[src/pkg/pulse_gen_cfg.svh]
// Offsets, field positions, reset values and sizes for the pulse generators
`ifndef PULSE_GEN_CFG_SVH
`define PULSE_GEN_CFG_SVH

`define PG_NUM_CH        6
`define PG_PT_W          7
`define PG_HC_W          8

`define PG_IDX_RISE2     6'h0a
`define PG_IDX_FALL2     6'h0b
`define PG_IDX_RISE3     6'h0d
`define PG_IDX_FALL3     6'h0e
`define PG_IDX_RISE4     6'h10
`define PG_IDX_FALL4     6'h11
`define PG_IDX_RISE5     6'h13
`define PG_IDX_FALL5     6'h14
`define PG_IDX_RISE6     6'h16
`define PG_IDX_FALL6     6'h17
`define PG_IDX_RISE7     6'h19
`define PG_IDX_FALL7     6'h1a
`define PG_IDX_CTRL      6'h20
`define PG_IDX_HALF      6'h21
`define PG_IDX_STATUS    6'h22

`define PG_RST_RISE2     7'h00
`define PG_RST_FALL2     7'h15
`define PG_RST_RISE3     7'h0b
`define PG_RST_FALL3     7'h0d
`define PG_RST_RISE4     7'h10
`define PG_RST_FALL4     7'h13
`define PG_RST_RISE5     7'h00
`define PG_RST_FALL5     7'h00
`define PG_RST_RISE6     7'h00
`define PG_RST_FALL6     7'h00
`define PG_RST_RISE7     7'h00
`define PG_RST_FALL7     7'h00
`define PG_RST_LAST      7'h2f
`define PG_RST_RUN       1'b0
`define PG_RST_HALF      6'h00

`define PG_CTRL_LAST_LSB 0
`define PG_CTRL_RUN_BIT  8
`define PG_STAT_CNT_LSB  0
`define PG_STAT_OUT_LSB  8
`define PG_STAT_PH_BIT   16

`endif

[src/pkg/pulse_gen_pkg.sv]
// Types shared by the pulse generator block
package pulse_gen_pkg;

  typedef logic [6:0] point_t;

  typedef struct packed {
    logic [5:0][6:0] rise;
    logic [5:0][6:0] fall;
    logic [6:0]      last;
    logic            run;
    logic [5:0]      half;
    logic [6:0]      fc;
    logic [7:0]      hc;
    logic            phase;
    logic [5:0]      pulse;
    logic            ack;
    logic [31:0]     rdata;
  } pg_state_t;

endpackage

[src/logic/pixel_phase_pulse_generators.sv]
// Six pixel-phase pulse generators with an Avalon-MM register slave
//
// Behaviour
// - Output turns on when the edge count equals the channel's 7-bit on point.
// - Output turns off when the edge count equals the channel's 7-bit off point.
// - Any edge position within one pixel period is a valid on or off point.
// - Half-rate channels count edges across two pixel periods.
// - Six independent generators, two to seven, each with own on and off points.
//
// Local design decision: the Avalon-MM register port.
`timescale 1ns/1ps

`include "pulse_gen_cfg.svh"

module pixel_phase_pulse_generators
  import pulse_gen_pkg::*;
(
  // Clock, reset, enable
  input  wire logic        clk_i,
  input  wire logic        reset_i,
  input  wire logic        ce_i,
  // Avalon-MM slave
  input  wire logic [7:0]  address_i,
  input  wire logic        read_i,
  input  wire logic        write_i,
  input  wire logic [3:0]  byteenable_i,
  input  wire logic [31:0] writedata_i,
  output logic [31:0]      readdata_o,
  output logic             waitrequest_o,
  // Sensor timing outputs
  output logic             sensor_pulse_two_o,
  output logic             sensor_pulse_three_o,
  output logic             sensor_pulse_four_o,
  output logic             sensor_pulse_five_o,
  output logic             sensor_pulse_six_o,
  output logic             sensor_pulse_seven_o
);

  // ----------------------------------------------------------------
  // Channel tables
  // ----------------------------------------------------------------
  localparam logic [5:0][5:0] RISE_IDX =
  {
    `PG_IDX_RISE7,
    `PG_IDX_RISE6,
    `PG_IDX_RISE5,
    `PG_IDX_RISE4,
    `PG_IDX_RISE3,
    `PG_IDX_RISE2
  };
  localparam logic [5:0][5:0] FALL_IDX =
  {
    `PG_IDX_FALL7,
    `PG_IDX_FALL6,
    `PG_IDX_FALL5,
    `PG_IDX_FALL4,
    `PG_IDX_FALL3,
    `PG_IDX_FALL2
  };
  localparam logic [5:0][6:0] RISE_RST =
  {
    `PG_RST_RISE7,
    `PG_RST_RISE6,
    `PG_RST_RISE5,
    `PG_RST_RISE4,
    `PG_RST_RISE3,
    `PG_RST_RISE2
  };
  localparam logic [5:0][6:0] FALL_RST =
  {
    `PG_RST_FALL7,
    `PG_RST_FALL6,
    `PG_RST_FALL5,
    `PG_RST_FALL4,
    `PG_RST_FALL3,
    `PG_RST_FALL2
  };

  pg_state_t   s_q;
  pg_state_t   s_d;

  logic [5:0]  idx;
  logic        req;
  logic        wr_go;
  logic        wr_lo;
  logic [5:0]  wr_rise;
  logic [5:0]  wr_fall;
  logic [5:0]  on_hit;
  logic [5:0]  off_hit;
  logic [5:0]  pulse_nx;
  logic [5:0]  sel_rise;
  logic [5:0]  sel_fall;
  logic        fc_wrap;
  logic        hc_wrap;
  logic [31:0] rd_mux;
  logic [6:0]  wd_pt;

  // ----------------------------------------------------------------
  // Bus decode
  // ----------------------------------------------------------------
  // Registers sit one per word; low address bits ignored
  assign idx   = address_i[7:2];
  assign req   = read_i | write_i;
  // Write lands at the edge where waitrequest is seen low
  assign wr_go = write_i & s_q.ack & ce_i;
  assign wr_lo = wr_go & byteenable_i[0];
  assign wd_pt = writedata_i[6:0];

  // Held high while frozen, so a write is never dropped
  assign waitrequest_o = req & ~(s_q.ack & ce_i);
  assign readdata_o    = s_q.rdata;

  // ----------------------------------------------------------------
  // Edge position counters
  // ----------------------------------------------------------------
  assign fc_wrap = s_q.fc == s_q.last;
  assign hc_wrap = fc_wrap & s_q.phase;

  // ----------------------------------------------------------------
  // Per-channel compare and register select
  // ----------------------------------------------------------------
  genvar g;
  generate
    for (g = 0; g < `PG_NUM_CH; g++)
    begin : g_ch
      logic [7:0] pos;
      // Half-rate channels see the doubled span
      assign pos = s_q.half[g] ? s_q.hc : {1'b0, s_q.fc};
      assign on_hit[g]  = s_q.run & (pos == {1'b0, s_q.rise[g]});
      assign off_hit[g] = s_q.run & (pos == {1'b0, s_q.fall[g]});
      // Off wins on a tie so equal points give no pulse
      assign pulse_nx[g] = s_q.run & ~off_hit[g] &
                           (on_hit[g] | s_q.pulse[g]);
      assign sel_rise[g] = idx == RISE_IDX[g];
      assign sel_fall[g] = idx == FALL_IDX[g];
      assign wr_rise[g]  = wr_lo & sel_rise[g];
      assign wr_fall[g]  = wr_lo & sel_fall[g];
    end
  endgenerate

  // ----------------------------------------------------------------
  // Read mux
  // ----------------------------------------------------------------
  always_comb
  begin
    rd_mux = 32'h0000_0000;
    for (int i = 0; i < `PG_NUM_CH; i++)
    begin
      // Reserved top bit reads zero
      if (sel_rise[i])
      begin
        rd_mux = {25'h000_0000, s_q.rise[i]};
      end
      if (sel_fall[i])
      begin
        rd_mux = {25'h000_0000, s_q.fall[i]};
      end
    end
    if (idx == `PG_IDX_CTRL)
    begin
      rd_mux[`PG_CTRL_LAST_LSB +: 7] = s_q.last;
      rd_mux[`PG_CTRL_RUN_BIT]       = s_q.run;
    end
    if (idx == `PG_IDX_HALF)
    begin
      rd_mux[5:0] = s_q.half;
    end
    if (idx == `PG_IDX_STATUS)
    begin
      rd_mux[`PG_STAT_CNT_LSB +: 7] = s_q.fc;
      rd_mux[`PG_STAT_OUT_LSB +: 6] = s_q.pulse;
      rd_mux[`PG_STAT_PH_BIT]       = s_q.phase;
    end
  end

  // ----------------------------------------------------------------
  // Next state
  // ----------------------------------------------------------------
  always_comb
  begin
    s_d = s_q;
    // Bus handshake: one wait cycle, then the answer
    s_d.ack = req & ~s_q.ack;
    if (req & ~s_q.ack)
    begin
      s_d.rdata = rd_mux;
    end
    for (int i = 0; i < `PG_NUM_CH; i++)
    begin
      // Top bit dropped so a stray one has no effect
      if (wr_rise[i])
      begin
        s_d.rise[i] = writedata_i[6:0];
      end
      if (wr_fall[i])
      begin
        s_d.fall[i] = writedata_i[6:0];
      end
    end
    if (wr_lo && idx == `PG_IDX_CTRL)
    begin
      s_d.last = writedata_i[`PG_CTRL_LAST_LSB +: 7];
    end
    if (wr_go && byteenable_i[1] && idx == `PG_IDX_CTRL)
    begin
      s_d.run = writedata_i[`PG_CTRL_RUN_BIT];
    end
    if (wr_lo && idx == `PG_IDX_HALF)
    begin
      s_d.half = writedata_i[5:0];
    end
    // Counters restart at zero while stopped
    if (!s_q.run)
    begin
      s_d.fc    = 7'h00;
      s_d.hc    = 8'h00;
      s_d.phase = 1'b0;
    end
    else if (fc_wrap)
    begin
      s_d.fc    = 7'h00;
      s_d.phase = ~s_q.phase;
      s_d.hc    = hc_wrap ? 8'h00 : s_q.hc + 8'h01;
    end
    else
    begin
      s_d.fc = s_q.fc + 7'h01;
      s_d.hc = s_q.hc + 8'h01;
    end
    s_d.pulse = pulse_nx;
  end

  // ----------------------------------------------------------------
  // State register
  // ----------------------------------------------------------------
  always_ff @(posedge clk_i)
  begin
    if (reset_i)
    begin
      s_q.rise  <= RISE_RST;
      s_q.fall  <= FALL_RST;
      s_q.last  <= `PG_RST_LAST;
      s_q.run   <= `PG_RST_RUN;
      s_q.half  <= `PG_RST_HALF;
      s_q.fc    <= 7'h00;
      s_q.hc    <= 8'h00;
      s_q.phase <= 1'b0;
      s_q.pulse <= 6'h00;
      s_q.ack   <= 1'b0;
      s_q.rdata <= 32'h0000_0000;
    end
    else if (ce_i)
    begin
      s_q <= s_d;
    end
  end

  assign sensor_pulse_two_o   = s_q.pulse[0];
  assign sensor_pulse_three_o = s_q.pulse[1];
  assign sensor_pulse_four_o  = s_q.pulse[2];
  assign sensor_pulse_five_o  = s_q.pulse[3];
  assign sensor_pulse_six_o   = s_q.pulse[4];
  assign sensor_pulse_seven_o = s_q.pulse[5];

  // ----------------------------------------------------------------
  // Assertions
  // ----------------------------------------------------------------
  generate
    for (g = 0; g < `PG_NUM_CH; g++)
    begin : g_chk
      property p_turn_on;
        @(posedge clk_i) disable iff (reset_i)
        ce_i && on_hit[g] && !off_hit[g] |=> s_q.pulse[g];
      endproperty
      a_turn_on: assert property (p_turn_on)
        else $error("pulse did not turn on at on point");

      property p_turn_off;
        @(posedge clk_i) disable iff (reset_i)
        ce_i && s_q.pulse[g] && off_hit[g] |=> !s_q.pulse[g];
      endproperty
      a_turn_off: assert property (p_turn_off)
        else $error("pulse did not turn off at off point");

      property p_no_stray;
        @(posedge clk_i) disable iff (reset_i)
        ce_i && !s_q.pulse[g] && !on_hit[g] |=> !s_q.pulse[g];
      endproperty
      a_no_stray: assert property (p_no_stray)
        else $error("pulse rose without an on point match");

      property p_own_regs;
        @(posedge clk_i) disable iff (reset_i)
        ce_i && wr_lo && !sel_rise[g] && !sel_fall[g]
        |=> $stable(s_q.rise[g]) && $stable(s_q.fall[g]);
      endproperty
      a_own_regs: assert property (p_own_regs)
        else $error("write disturbed another channel");

      property p_hold_on;
        @(posedge clk_i) disable iff (reset_i)
        ce_i && s_q.run && s_q.pulse[g] && !off_hit[g] |=> s_q.pulse[g];
      endproperty
      a_hold_on: assert property (p_hold_on)
        else $error("pulse dropped before its off point");

      property p_rise_write;
        @(posedge clk_i) disable iff (reset_i)
        ce_i && wr_rise[g] |=> s_q.rise[g] == $past(wd_pt);
      endproperty
      a_rise_write: assert property (p_rise_write)
        else $error("on point write did not land");

      property p_fall_write;
        @(posedge clk_i) disable iff (reset_i)
        ce_i && wr_fall[g] |=> s_q.fall[g] == $past(wd_pt);
      endproperty
      a_fall_write: assert property (p_fall_write)
        else $error("off point write did not land");
    end
  endgenerate

  property p_full_span;
    @(posedge clk_i) disable iff (reset_i)
    ce_i && s_q.run && fc_wrap && !wr_go |=> s_q.fc == 7'h00;
  endproperty
  a_full_span: assert property (p_full_span)
    else $error("edge counter did not wrap at period end");

  property p_double_span;
    @(posedge clk_i) disable iff (reset_i)
    ce_i && s_q.run && fc_wrap && !s_q.phase && !wr_go
    |=> s_q.phase && s_q.hc == {1'b0, s_q.last} + 8'h01;
  endproperty
  a_double_span: assert property (p_double_span)
    else $error("half rate count did not continue into second period");

  property p_half_wrap;
    @(posedge clk_i) disable iff (reset_i)
    ce_i && s_q.run && hc_wrap && !wr_go |=> s_q.hc == 8'h00 && !s_q.phase;
  endproperty
  a_half_wrap: assert property (p_half_wrap)
    else $error("half rate count did not wrap after two periods");

  property p_stopped_quiet;
    @(posedge clk_i) disable iff (reset_i)
    ce_i && !s_q.run |=> s_q.pulse == 6'h00;
  endproperty
  a_stopped_quiet: assert property (p_stopped_quiet)
    else $error("pulse output active while counters stopped");

endmodule

[config.mk]
export PLATFORM = sky130hd
export DESIGN_NAME = pixel_phase_pulse_generators
export DESIGN_NICKNAME = d
export VERILOG_FILES = /design/src/pkg/pulse_gen_pkg.sv /design/src/logic/pixel_phase_pulse_generators.sv
export VERILOG_INCLUDE_DIRS = /design/src /design/src/pkg
export SDC_FILE = /design/constraint.sdc
export NUM_CORES = 1
export LEC_CHECK = 0
export BUFFER_PORTS_ARGS = -buffer_cell sky130_fd_sc_hd__buf_2
export CORE_ASPECT_RATIO = 2
export CORE_MARGIN = 8
export CORE_UTILIZATION = 35
export CTS_BUF_LIST = sky130_fd_sc_hd__clkbuf_4 sky130_fd_sc_hd__clkbuf_8
export CTS_CLUSTER_DIAMETER = 150
export DETAILED_ROUTE_END_ITERATION = 16
export REMOVE_ABC_BUFFERS = 1
export SLEW_MARGIN = 20
export SYNTH_ARGS = -nofsm -noshare
export SYNTH_HDL_FRONTEND = slang
export SYNTH_SLANG_ARGS = --single-unit
[constraint.sdc]
create_clock -name clk_i -period 3.3 [get_ports clk_i]
set_clock_uncertainty 0.15 [all_clocks]
set_input_delay 0.165 -clock clk_i [delete_from_list [all_inputs] [get_ports clk_i]]
set_output_delay 0.165 -clock clk_i [all_outputs]
set_load 0.005 [all_outputs]
==> flow_summary_export.csv, run 1 <==
group,metric,value,unit
status,outcome,"finished clean",
floorplanning,start_util,35.5,%
cells_and_area,drive_gt1_share,12.8,%
timing,timing.hold.ws,0.0259,ns
clocking,cts_buffers,17,
floorplanning,die_x,126,µm
flow_run,drv_cap,0,
synth,yosysMostFrequentCell,"dfxtp_1",
synth,synth.distinct_cells,67,
route,wirelength,30600,µm
worst_setup_path,timing.rr.end,"s_q[149]",
synth,synthTopCellsByCount,"dfxtp_1 (135), mux2i_1 (114), nand2_1 (88), nor2_1 (88), nand3_1 (57)",
floorplanning,rows,80,
route,wire_per_inst,23.7,µm
worst_setup_path,reg2regPathDepth,4,
grt,grt_max_degree,60,
clocking,cts_root_buffer,"clkbuf_8",
timing,rsz0062_at_grt,"false",
floorplanning,die_height,236,µm
synth,synth_edf_count,0,
route,via_count,7478,
clocking,htreeDepth,4,
synth,netlist_area,8460,µm²
timing,finalHoldViolCount,0,
synth,yosys-top-cells-area,"dfxtp_1 (32%), mux2i_1 (13%), xnor2_1 (5.8%)",
clocking,cts.path.max_buffers,2,
synth,yosysWarnings,0,
worst_setup_path,setup.worst_path.class,"primary input to register",
placed_design,place_hpwl,22300,µm
worst_setup_path,startpoint_type,"primary input",
pwr,power.leakage,3.41,nW
timing,slew-limit-headroom,51.0,%
synth,syn_area_per_cell,8.50,µm²
worst_setup_path,slowest_stage,"dlygate4sd3_1",
worst_hold_path,worstHoldEndpoint,"s_q[99]",
route,drtIter0Drc,610,
grt,grt_overflow,0,
route,remaining_drc_errors,0,
placed_design,place_congestion,0.994,
synth,yosys_register_bits,135,
worst_setup_path,worstPathMaxFanout,17,
synth,synthCells,996,
timing,maxSlewViolCount,0,
floorplanning,die_area,29700,µm²
timing,setup_tns,0,ns
worst_setup_path,rrSetupSlack,0.92,ns
clocking,tritoncts,"built",
placed_design,post-place-ws,0.854,ns
floorplanning,io_pins,88,
clocking,clk_pin_slew,0.08,ns
grt,grt_pass1_vias,7299,
clocking,clkLatencyLatePin,0.47,ns
timing,finalCriticalPeriod,2.60,ns
worst_setup_path,crit_chain,"buf_2, nor4b_4, nand2_1, nor2_1, nand2_1, dlygate4sd3_1, a21oi_1, dlygate4sd3_1",
timing,worst_slew_pin_slew,0.734,ns
timing,fmax,0.385,GHz
worst_setup_path,r2r-start,"s_q[32]",
synth,synthFlopType,"dfxtp_1",
grt,antenna_found_initial,1,
synth,synth_top_area_share,31.9,%
route,antenna_left,0,
pwr,power_density,376,nW/µm²
cells_and_area,final_nets,1044,
worst_setup_path,path_delay_family,"buffers and inverters",
worst_setup_path,max_stage_delay,0.57,ns
worst_setup_path,worstPathRequired,3.57,ns
pwr,peakVddDrop,234,µV
grt,grtUsageTotal,20.6,%
timing,fin_ws,0.703,ns
route,viasPerCell,5.79,
worst_setup_path,worst-path-buf-inv,3,
worst_setup_path,cp-end-kind,"register",
cells_and_area,areaGrowthSynthToFinish,8.60,%
synth,synth_area_leader_cell,"dfxtp_1",
worst_setup_path,critPathArrivalTime,2.86,ns
floorplanning,core,23800,µm²
timing,fin_crit_sh,78.7,%
clocking,clock_sinks,135,
placed_design,placed_cell_area,8670,µm²
synth,async_flop_share,0,%
placed_design,port_buffers,41,
clocking,post_cts_buffers,0,
cells_and_area,fin_area,9190,µm²
worst_hold_path,worstHoldStart,"writedata_i[2]",
grt,grt_pass1_wl,45600,µm
synth,yosysSeqAreaShare,31.9,%
route,drt-pass1-iter-count,5,
timing,setup_viol,0,
worst_hold_path,min_delay_path_depth,3,
worst_hold_path,hold_class,"primary input to register",
-- worst reg2reg max path, delay by kind of cell (launching register included) --
kind | cells | cell delay, ns
flops | 1 | 0.46
mux | 1 | 0.29
simple gates | 3 | 1.35
-- metal layers --
| layer | track usage, % | up-vias | routed length, µm | part of all wire [%] |
|---|---|---|---|---|
| li1 | - | 3478 | - | - |
| met1 | 19.4 | 3563 | 10400 | 34 |
| met2 | 37.0 | 318 | 15800 | 52 |
| met3 | 4.50 | 119 | 1740 | 5.7 |
| met4 | 17.5 | 0 | 2640 | 8.6 |
| met5 | 0 | - | 0 | 0 |
-- stage by stage --
| step | cells | util, % | power, mW |
|---|---|---|---|
| 6_report | 1292 | 38.6 | 3.45 |
| 5_1_grt | 1292 | 38.6 | 3.57 |
| 4_1_cts | 1290 | 38.5 | 3.47 |
| 3_5_place_dp | 1251 | 36.4 | 1.97 |
| 3_3_place_gp | 1251 | 36.4 | 1.97 |
| 2_1_floorplan | 900 | - | 1.80 |
-- state kept, by name, indices dropped and copies added, names as in the netlist --
name / flops
sensor_pulse_four_o: 1
sensor_pulse_seven_o: 1
s_q: 115
sensor_pulse_five_o: 1
readdata_o: 14
sensor_pulse_three_o: 1
sensor_pulse_two_o: 1
sensor_pulse_six_o: 1
-- timing repair --
item | in CTS | in global routing
endpoints found under the hold margin | 23 | 1
endpoints found under the setup margin | 0 | 0
resized for setup | 0 | 0
hold buffers | 9 | 1
-- cells by family (layout without fill, tap and decap cells) --
group / count (synthesis) / count (layout) / synth area share, %
DFF: 135 / 135 / 31.9
adders and majority gates: 2 / 2 / 0.296
and+or+nand+nor: 338 / 338 / 20.6
xor gates and xnor gates: 106 / 106 / 11.0
other: 1 / 19 / 0.0443
buffers and inverters: 121 / 112 / 7.45
AOI/OAI and AO/OA: 171 / 171 / 14.2
muxes: 122 / 122 / 14.5
-- placed cells by master (no fill, tap or decap), types with 5 or more instances in the layout --
master and n:
inv_1 8, a211oi_1 5, buf_2 40, o21ai_0 18, nand3b_1 7, nor3_1 13, conb_1 18, a2bb2oi_1 7
o21ai_1 7, mux2i_1 114, a311oi_1 10, dfxtp_1 135, nor2_1 88, clkbuf_8 21, nand4_1 20, o2111ai_1 5
xor2_1 50, nor4_1 9, nand3_1 57, xnor2_1 56, o221a_1 6, a31oi_1 24, nand2b_1 10, a21oi_1 47
nor2b_1 6, nor3b_1 5, mux2_2 8, buf_4 24, and2_1 6, o22ai_1 12, nand2_1 88, a221o_1 5
dlygate4sd3_1 10
-- cell type report --
class | count | area, µm²
diodes | 1 | 2.50
well taps | 287 | 359
multi-input cells | 757 | 5190
flip-flops and latches | 135 | 2700
repair buffers | 74 | 480
inverters | 8 | 30.0
clock inverters | 7 | 119
clock buffers | 23 | 304
fillers | 2451 | 14600
-- how the worst max path moves through the flow --
| stage | startpoint | to | slack [ns] | cells after the start |
|---|---|---|---|---|
| 5_1_grt | address_i[4] | s_q[61] | 0.64 | 8 |
| 4_1_cts | address_i[4] | s_q[61] | 0.78 | 8 |
| 3_5_place_dp | ce_i | s_q[148] | 0.85 | 5 |
| 6_report | address_i[4] | s_q[61] | 0.70 | 8 |
| 3_3_place_gp | ce_i | s_q[148] | 0.86 | 5 |
| 2_1_floorplan | address_i[6] | readdata_o[6] | 1.06 | 5 |
-- power by group --
part	internal, mW	switching, mW
Combinational	0.0902	0.203
Clock	0.836	0.672
Sequential	1.64	0.0132
(Power assumes the default switching activity.)
==> run 2: changes to the inputs <==
Clock period 3.3 ns to 2.2 ns, I/O delays scaled along.
==> flow_summary_export.csv, run 2 (same netlist as run 1, synthesis figures left out) <==
group,metric,value,unit
route,via_count,7731,
route,viasPerCell,5.77,
worst_setup_path,slowest_stage,"dfxtp_1",
clocking,tritoncts,"built",
status,outcome,"finished clean",
floorplanning,core,23800,µm²
floorplanning,io_pins,88,
timing,fin_ws,0.149,ns
floorplanning,die_x,126,µm
floorplanning,die_height,236,µm
pwr,power.share.sequential,46.0,%
grt,grt_max_degree,69,
placed_design,post-place-ws,0.119,ns
floorplanning,rows,80,
grt,antenna_found_initial,1,
worst_setup_path,worstPathRequired,2.40,ns
pwr,comb_power_share,8.8,%
cells_and_area,final_nets,1089,
flow_run,drv_cap,0,
cells_and_area,regMostFlops,"s_q",
route,remaining_drc_errors,0,
worst_hold_path,hold_class,"primary input to register",
clocking,cts.path.max_buffers,2,
cells_and_area,fin_util,40.3,%
timing,fmax,0.488,GHz
worst_setup_path,critPathArrivalTime,2.25,ns
pwr,power_density,560,nW/µm²
cells_and_area,drive_gt1_share,16.8,%
clocking,cts_buffers,17,
worst_setup_path,rrSetupSlack,0.15,ns
cells_and_area,most-common-layout-cells,"dfxtp_1 (133), mux2i_1 (114), nor2_1 (88), nand2_1 (88), buf_4 (66)",
worst_setup_path,setup.worst_path.class,"register to register",
pwr,peakVddDrop,389,µV
timing,fin_crit_sh,93.2,%
cells_and_area,areaGrowthSynthToFinish,13.3,%
timing,setup_tns,0,ns
pwr,switching_share,25.5,%
grt,grt_pass1_vias,7650,
worst_setup_path,cp-end-kind,"register",
placed_design,port_buffers,41,
worst_setup_path,worstPathMaxFanout,10,
timing,slew-limit-headroom,48.7,%
cells_and_area,largest_reg_flops,115,
timing,finalHoldViolCount,0,
placed_design,place_hpwl,23900,µm
placed_design,place_congestion,0.984,
floorplanning,die_area,29700,µm²
timing,finalCriticalPeriod,2.05,ns
pwr,cellInternalPower,4.00,mW
pwr,p_clk_share,45.2,%
timing,worst_slew_pin_slew,0.769,ns
route,wire_per_inst,23.6,µm
pwr,p_sw,1.37,mW
timing,rsz0062_at_grt,"false",
floorplanning,start_util,35.5,%
clocking,htreeDepth,4,
grt,grt_overflow,0,
clocking,clkLatencyLatePin,0.49,ns
grt,grtUsageTotal,21.3,%
route,drt-pass1-iter-count,6,
pwr,power.leakage,3.66,nW
clocking,clock_sinks,135,
cells_and_area,final_common_cell,"dfxtp_1",
route,drtIter0Drc,589,
grt,grt_pass1_wl,47000,µm
route,wirelength,31600,µm
timing,maxSlewViolCount,0,
worst_setup_path,startpoint_type,"register",
clocking,clk_pin_slew,0.08,ns
clocking,cts_root_buffer,"clkbuf_8",
route,antenna_left,0,
worst_setup_path,crit_chain,"xor2_1, o41a_1, buf_4, o211ai_1, a21oi_1",
worst_setup_path,max_stage_delay,0.70,ns
timing,setup_viol,0,
clocking,post_cts_buffers,0,
-- run 2: changes by cell type in the layout (fill, tap and decap cells not counted), moves of 2 or more --
cell,change
dlygate4sd3_1,+2
buf_4,+42
clkbuf_8,-3
bufinv_16,+2
clkinv_2,+3
dfxtp_1,-2
dfxtp_2,+2
-- run 2: final cells by class --
| cell class | instances | area [µm²] |
|---|---|---|
| Sequential cell | 135 | 2710 |
| Timing Repair Buffer | 119 | 836 |
| Inverter | 8 | 30.0 |
| Antenna cell | 1 | 2.50 |
| Tap cell | 287 | 359 |
| Clock inverter | 13 | 203 |
| Clock buffer | 19 | 255 |
| Fill cell | 2409 | 14200 |
| Multi-Input combinational cell | 757 | 5200 |
-- run 2: worst max-delay path: cells and delay by family, from the launching register on --
| kind | cells | cell delay (ns) |
|---|---|---|
| buf+inv | 1 | 0.17 |
| xor+xnor | 1 | 0.17 |
| flops | 1 | 0.70 |
| compound gates | 3 | 0.71 |
-- run 2: worst paths after layout --
kind | start | endpoint | cells after the start
max | s_q[53] | s_q[41] | 5
max reg2reg | s_q[53] | s_q[41] | 5
min | ce_i | s_q[39] | 4
min reg2reg | readdata_o[11] | readdata_o[11] | 2
-- run 2: routing by layer --
layer  share of wire [%]  vias up  GRT usage, %
met3                 5.6      136          4.32
met2                  52      351          38.8
li1                    -     3584             -
met1                  33     3660          19.5
met5                   0        -             0
met4                 9.3        0          18.9
-- run 2: stage by stage --
stage               total power [mW]  hold WS [ns]  area [µm²]  cells
floorplan                       2.70        0.0291        7930    900
global placement                2.98         0.209        9000   1294
detailed placement              2.98         0.216        9000   1294
CTS                             5.40       0.00980        9570   1337
global route                    5.56        0.0369        9590   1339
finish                          5.37        0.0406        9590   1339
-- run 2: power by group through the flow --
stage          sequential [mW]  clock (mW)  combinational [mW]
2_1_floorplan             2.53           0               0.175
3_3_place_gp              2.53           0               0.447
3_5_place_dp              2.53           0               0.451
4_1_cts                   2.47        2.47               0.465
5_1_grt                   2.47        2.59               0.500
6_report                  2.47        2.43               0.472
-- run 2: what timing repair did --
action                                  CTS  global route
hold buffers                             11             2
endpoints found under the setup margin    0             2
endpoints found under the hold margin    34             1
resized for setup                         0             3
